$ cat src/pkg/hpctl_cfg.svh
// Constants for the host port control block
`ifndef HPCTL_CFG_SVH
`define HPCTL_CFG_SVH
// Reset values
`define HPCTL_RST_ENABLE      1'b0
`define HPCTL_RST_IRQ_LEVEL   1'b1
// Sources for the interrupt pin
`define HPCTL_PIN_IRQ_IDLE    1'b1
// Time the ready output waits after a strobe before reporting ready again
`define HPCTL_BUSY_NS         8
`define HPCTL_CLK_NS          4
`define HPCTL_BUSY_CYCLES     ((`HPCTL_BUSY_NS + `HPCTL_CLK_NS - 1) / `HPCTL_CLK_NS)
`endif

$ cat src/pkg/hpctl_pkg.sv
// Types shared by the host port control block
package hpctl_pkg;
    typedef enum logic {
        HPCTL_DIR_WRITE,
        HPCTL_DIR_READ
    } hpctl_dir_t;
    typedef enum logic [1:0] {
        HPCTL_ST_RESET,
        HPCTL_ST_IDLE,
        HPCTL_ST_BUSY
    } hpctl_state_t;
endpackage

$ cat src/logic/hpctl_pin_drv.sv
// Output pin driver with emulation tri-state control
`timescale 1ns/100ps
`default_nettype none
module hpctl_pin_drv (
    input  wire logic clock_in,
    input  wire logic resetn_in,
    input  wire logic value_in,
    input  wire logic rst_value_in,
    input  wire logic off_n_in,
    output var  logic pin_out,
    output var  logic pin_oe_out
);
    logic pin_r;
    logic pin_nxt;
    logic oe_r;
    logic oe_nxt;

    // Drive enable drops whenever off_n_in is low
    always_comb begin
        pin_nxt = value_in;
        oe_nxt  = off_n_in;
    end

    // Register both so the pad sees glitch-free levels
    // Reset loads the pin's own idle level but keeps driving it, so the host
    // sees a defined level in reset; only the emulation disable floats the pad
    always_ff @(posedge clock_in) begin
        if (!resetn_in) begin
            pin_r <= rst_value_in;
            oe_r  <= off_n_in;
        end else begin
            pin_r <= pin_nxt;
            oe_r  <= oe_nxt;
        end
    end

    assign pin_out    = pin_r;
    assign pin_oe_out = oe_r;
endmodule
`default_nettype wire

$ cat src/logic/hpctl_top.sv
// Host port pin control: strap, direction, ready and interrupt pins
//
// Behaviour
// - Ready high when the port can take the next transfer, else low.
// - Ready output floats while emulation disable and scan reset are both low.
// - Interrupt pin carries the interrupt request to the host.
// - Interrupt pin driven high while the chip is in reset.
// - With the port disabled, the pin may carry the timer 1 output.
// - Interrupt/timer pin floats while emulation disable and scan reset are both low.
// - Strap captured at reset release becomes the port-enable state.
// - Strap low or open at release disables the whole port.
// - Once disabled, strap changes are ignored until the next reset.
// - With scan reset low, emulation pin low floats the ready and interrupt pins.
`timescale 1ns/100ps
`default_nettype none
`include "hpctl_cfg.svh"
module hpctl_top (
    input  wire logic                  clock_in,
    input  wire logic                  resetn_in,
    input  wire logic                  host_port_enable_strap_in,
    input  wire hpctl_pkg::hpctl_dir_t host_read_not_write_in,
    input  wire logic                  host_strobe_in,
    input  wire logic                  core_busy_in,
    input  wire logic                  host_irq_req_in,
    input  wire logic                  timer1_sel_in,
    input  wire logic                  timer1_output_in,
    input  wire logic                  scan_reset_in,
    input  wire logic                  emulation_output_disable_in,
    output var  logic                  port_enabled_out,
    output var  logic                  xfer_read_out,
    output var  logic                  host_ready_out,
    output var  logic                  host_ready_oe_out,
    output var  logic                  host_interrupt_out,
    output var  logic                  host_interrupt_oe_out
);
    import hpctl_pkg::*;

    localparam logic [3:0] BUSY_CYC = 4'(`HPCTL_BUSY_CYCLES);

    // ****************************************************************
    // Strap capture and port state
    // ****************************************************************
    hpctl_state_t st_r;
    hpctl_state_t st_nxt;
    logic         en_r;
    logic         en_nxt;
    logic [3:0]   cnt_r;
    logic [3:0]   cnt_nxt;
    logic         dir_r;
    logic         dir_nxt;
    logic         off_n;
    logic         rdy_val;
    logic         irq_val;

    // Emulation disable only counts while scan reset is low
    assign off_n = scan_reset_in | emulation_output_disable_in;

    // First clocked cycle after release samples the strap exactly once
    always_comb begin
        st_nxt  = st_r;
        en_nxt  = en_r;
        cnt_nxt = cnt_r;
        dir_nxt = dir_r;
        case (st_r)
            HPCTL_ST_RESET: begin
                en_nxt = host_port_enable_strap_in;
                st_nxt = HPCTL_ST_IDLE;
            end
            HPCTL_ST_IDLE: begin
                // Strap no longer sampled here, held until next reset
                if (en_r && host_strobe_in) begin
                    dir_nxt = (host_read_not_write_in == HPCTL_DIR_READ);
                    cnt_nxt = BUSY_CYC;
                    st_nxt  = HPCTL_ST_BUSY;
                end
            end
            HPCTL_ST_BUSY: begin
                if (cnt_r > 4'h1) begin
                    cnt_nxt = cnt_r - 4'h1;
                end else if (!core_busy_in) begin
                    cnt_nxt = 4'h0;
                    st_nxt  = HPCTL_ST_IDLE;
                end
            end
            default: begin
                st_nxt = HPCTL_ST_RESET;
            end
        endcase
    end

    // Sync reset: constants only, strap is taken afterwards
    always_ff @(posedge clock_in) begin
        if (!resetn_in) begin
            st_r  <= HPCTL_ST_RESET;
            en_r  <= `HPCTL_RST_ENABLE;
            cnt_r <= 4'h0;
            dir_r <= 1'b0;
        end else begin
            st_r  <= st_nxt;
            en_r  <= en_nxt;
            cnt_r <= cnt_nxt;
            dir_r <= dir_nxt;
        end
    end

    always_ff @(posedge clock_in) begin
        if (!resetn_in) begin
            port_enabled_out <= 1'b0;
            xfer_read_out    <= 1'b0;
        end else begin
            port_enabled_out <= en_nxt;
            xfer_read_out    <= dir_nxt;
        end
    end

    // ****************************************************************
    // Pin values
    // ****************************************************************
    // Ready only when enabled, idle and core free; a disabled port never readies
    assign rdy_val = en_nxt && (st_nxt == HPCTL_ST_IDLE) && !core_busy_in;

    // Timer path only allowed while the port is disabled
    always_comb begin
        if (st_nxt == HPCTL_ST_RESET) begin
            irq_val = `HPCTL_RST_IRQ_LEVEL;
        end else if (!en_nxt && timer1_sel_in) begin
            irq_val = timer1_output_in;
        end else if (en_nxt) begin
            irq_val = ~host_irq_req_in;
        end else begin
            irq_val = `HPCTL_PIN_IRQ_IDLE;
        end
    end

    hpctl_pin_drv u_rdy (
        .clock_in     (clock_in),
        .resetn_in    (resetn_in),
        .value_in     (rdy_val),
        .rst_value_in (1'b0),
        .off_n_in     (off_n),
        .pin_out      (host_ready_out),
        .pin_oe_out   (host_ready_oe_out)
    );

    hpctl_pin_drv u_irq (
        .clock_in     (clock_in),
        .resetn_in    (resetn_in),
        .value_in     (irq_val),
        .rst_value_in (1'b1),
        .off_n_in     (off_n),
        .pin_out      (host_interrupt_out),
        .pin_oe_out   (host_interrupt_oe_out)
    );
endmodule
`default_nettype wire

$ cat config.mk
export PLATFORM = sky130hd
export DESIGN_NAME = hpctl_top
export DESIGN_NICKNAME = d
export VERILOG_FILES = /design/src/pkg/hpctl_pkg.sv /design/src/logic/hpctl_pin_drv.sv /design/src/logic/hpctl_top.sv
export VERILOG_INCLUDE_DIRS = /design/src /design/src/pkg
export SDC_FILE = /design/constraint.sdc
export NUM_CORES = 1
export LEC_CHECK = 0
export BUFFER_PORTS_ARGS = -buffer_cell sky130_fd_sc_hd__buf_2
export CORE_MARGIN = 8
export CORE_UTILIZATION = 40
export CTS_CLUSTER_DIAMETER = 200
export DETAILED_ROUTE_END_ITERATION = 10
export PLACE_DENSITY = 0.75
export SETUP_SLACK_MARGIN = 0.4
export SYNTH_ARGS = -nofsm -noshare
export SYNTH_HDL_FRONTEND = slang
export SYNTH_SLANG_ARGS = --single-unit
$ cat constraint.sdc
create_clock -name clock_in -period 1.5 [get_ports clock_in]
set_input_delay 0.225 -clock clock_in [delete_from_list [all_inputs] [get_ports clock_in]]
set_output_delay 0.225 -clock clock_in [all_outputs]
set_load 0.01 [all_outputs]
==> results.yml <==
yosys:
  synth_warnings: 0
  synth_nets: 70
  mean_area_per_synthesized_cell_um2: 9.614
  yosysUniqueCellTypes: 31
  synth.yosys.seq_area_share_pct: 40.18
  synth-edff-count: 0
  async_flop_share_pct: 0
  netlist_instances: 57
  synthFlopType: "sky130_fd_sc_hd__dfxtp_1"
  ys_ff_latch: 11
  synth.cell_area_um2: 548.0
final_layout:
  n_antenna_cell: 0
  post_route_cells_drive_above_1_share_pct: 63.41
  relative_area_change_from_synthesis_to_final_layout_pct: 53.20
  layout.core_utilization_pct: 65.34
  nets: 96
route:
  detailedRoute.firstPassIterationCount: 4
  routed_wire_length_per_instance_um: 14.34
  postRouteWirelength_um: 1391
  top_layer: "met4"
  wl_met1_um: 535
  wl_met2_um: 777
  dr_total_vias: 522
  detail_route.drc_violations: 0
  ant_nets: 0
  vias_per_cell: 5.381
  initialDrtViolationCount: 7
  routed-wl-met3_um: 72
global_route:
  wire_length_of_the_first_global_routing_pass_um: 2283
  grt_use_total_pct: 11.03
  grt.overflow.total: 0
  number_of_antenna_violations_at_the_first_check_in_global_routing: 0
  grt_max_degree: 12
  number_of_global_route_vias_before_repair: 524
power:
  ir_drop_worst_vdd_mv: 0.5372
  power.leakage_uw: 0.0003390
  power-per-cell-area_nw_per_um2: 736.2
timing:
  grt_setup_unrepaired: "true"
  finalMaxSlewViolations: 0
  final.setup.tns_ps: 0
  timing.slew.headroom_pct: 78.07
  final_min_period_over_clock_period_pct: 89.48
  worstMarginPinSlew_ps: 328.5
  worst_skew_ps: 4.099
  fin_crit_ps: 1342
  timing_hold_violations_final: 0
  maximum_clock_rate_mhz: 745.0
  worst_slack_ps: 157.7
  setup_violations: 0
place:
  post_placement_worst_setup_slack_ps: 114.2
  port_buffers: 16
  detailed_place_hpwl_um: 986
  gp_congestion: 0.7943
clock_network:
  max-clock-path-buffers: 2
  path_clk_slew_ps: 70
  htree_num_levels: 1
  cts-hold-fix-buffers: 0
  cts_tree: "built"
  numCtsBuffers: 3
  cts_root_buf: "sky130_fd_sc_hd__clkbuf_4"
  clock_latency_ps: 270
  cts_sinks: 11
floorplan:
  design.die.area_um2: 2811
  die_x_um: 53.02
  std_cell_rows: 13
  start_util_pct: 42.65
  io_pins: 17
  chipHeight_um: 53.02
  core_area_um2: 1285
min_path:
  hold_path_class: "input pin to register"
run:
  max_cap_viols: 0
worst_setup_path:
  cp.arrival_ps: 1560
  setup.worst_path.start_class: "register"
  worstSetupEndpointType: "register"
  timing.critical_path.fanout_max: 4
  required_ps: 1720
  setup.worst_path.class: "register to register"
outcome:
  run_status: "complete, no violations"
## stage by stage
step,cell area (um^2),hold slack [ps],instances,total power [uW]
after floorplan,618.1,293.9,57,367.3
after global placement,713.2,407.0,87,397.4
after detailed placement,713.2,411.5,87,399.6
after CTS,817.0,133.8,96,615.5
after global routing,839.6,122.7,97,653.0
final,839.6,136.6,97,618.1
## Yosys cell counts, types with 2 or more instances
library cell / count / area share (%)
sky130_fd_sc_hd__a21boi_0: 2 / 2.7
sky130_fd_sc_hd__a21oi_1: 2 / 1.8
sky130_fd_sc_hd__nand2_1: 2 / 1.4
sky130_fd_sc_hd__inv_1: 4 / 2.7
sky130_fd_sc_hd__nor2_1: 4 / 2.7
sky130_fd_sc_hd__o21ai_0: 3 / 2.7
sky130_fd_sc_hd__o221a_2: 2 / 4.1
sky130_fd_sc_hd__a31o_2: 2 / 3.2
sky130_fd_sc_hd__ha_1: 2 / 4.6
sky130_fd_sc_hd__nand2b_1: 2 / 2.3
sky130_fd_sc_hd__buf_4: 2 / 2.7
sky130_fd_sc_hd__dfxtp_1: 11 / 40
## cells by family after synthesis
family | count (synthesis) | share of synthesized area [%]
muxes | 1 | 1.827
adders and majority gates | 2 | 4.565
AOI/OAI and AO/OA | 17 | 25.34
and+or+nand+nor | 18 | 21.24
buffers and inverters | 8 | 6.846
DFF | 11 | 40.18
## flip-flops by register name, summed over array words and instances (netlist names)
name / count
cnt_r: 4
st_r: 2
port_enabled_out: 1
u_irq.pin_oe_out: 1
u_irq.pin_out: 1
u_rdy.pin_out: 1
xfer_read_out: 1
## area by class of cell
cell class / instances / area [um^2]
clock buffer: 4 / 26.28
fill: 100 / 445.4
inverter: 5 / 21.27
multi-input combinational: 38 / 397.9
sequential: 11 / 227.7
tap: 15 / 18.77
timing repair buffer: 24 / 147.6
## worst paths after layout
kind	startpoint	endpoint	slack, ps	cells after the start
worst min-delay path	scan_reset_in	u_irq.pin_oe_out	140	2
worst min register to register	xfer_read_out	xfer_read_out	480	2
worst max-delay path	cnt_r[0]	cnt_r[2]	160	6
worst max register to register	cnt_r[0]	cnt_r[2]	160	6
## power breakdown
| part | switching, uW | internal, uW |
|---|---|---|
| registers | 9.66 | 302 |
| clock network | 98.6 | 103 |
| logic | 51.4 | 53.5 |
## cell usage in the layout, fill, tap and decap left out, drive strengths merged
cell type / netlist / layout
nor3b: 1 / 1
and2b: 1 / 1
inv: 5 / 5
mux2i: 1 / 1
nand2b: 2 / 2
nand3: 1 / 1
and3: 1 / 1
o31ai: 2 / 2
ha: 2 / 2
o21ai: 3 / 3
or2: 1 / 1
a21boi: 2 / 2
buf: 2 / 24
nor2b: 1 / 1
clkbuf: 1 / 4
a221oi: 1 / 1
o221a: 2 / 2
dfxtp: 11 / 11
nand4: 1 / 1
nor2: 4 / 4
a31o: 2 / 2
nand2: 2 / 2
a21oi: 2 / 2
nor4: 1 / 1
o21a: 1 / 1
a2111oi: 1 / 1
o211ai: 1 / 1
or3: 1 / 1
or2b: 1 / 1
## repair_timing
action | CTS | global route
gates resized for setup | 6 | 6
endpoints found under the setup margin | 9 | 9
hold endpoints to repair | 0 | 0
pin swaps | 4 | 1
setup buffers | 5 | 1
## worst max-delay path, stage by stage, from the launching register on
cell,delay (ps)
sky130_fd_sc_hd__dfxtp_4,370
sky130_fd_sc_hd__inv_2,70
sky130_fd_sc_hd__ha_4,140
sky130_fd_sc_hd__nor2_4,40
sky130_fd_sc_hd__o31ai_4,240
sky130_fd_sc_hd__o221a_4,260
sky130_fd_sc_hd__o221a_4,160
## per-layer routing
layer  GRT usage [%]  up-vias
met1           9.236      249
met4           4.310        0
met3           5.882        2
li1                -      258
met2           20.90       13
met5               0        -
No activity file was read; power rests on OpenSTA's default activity.
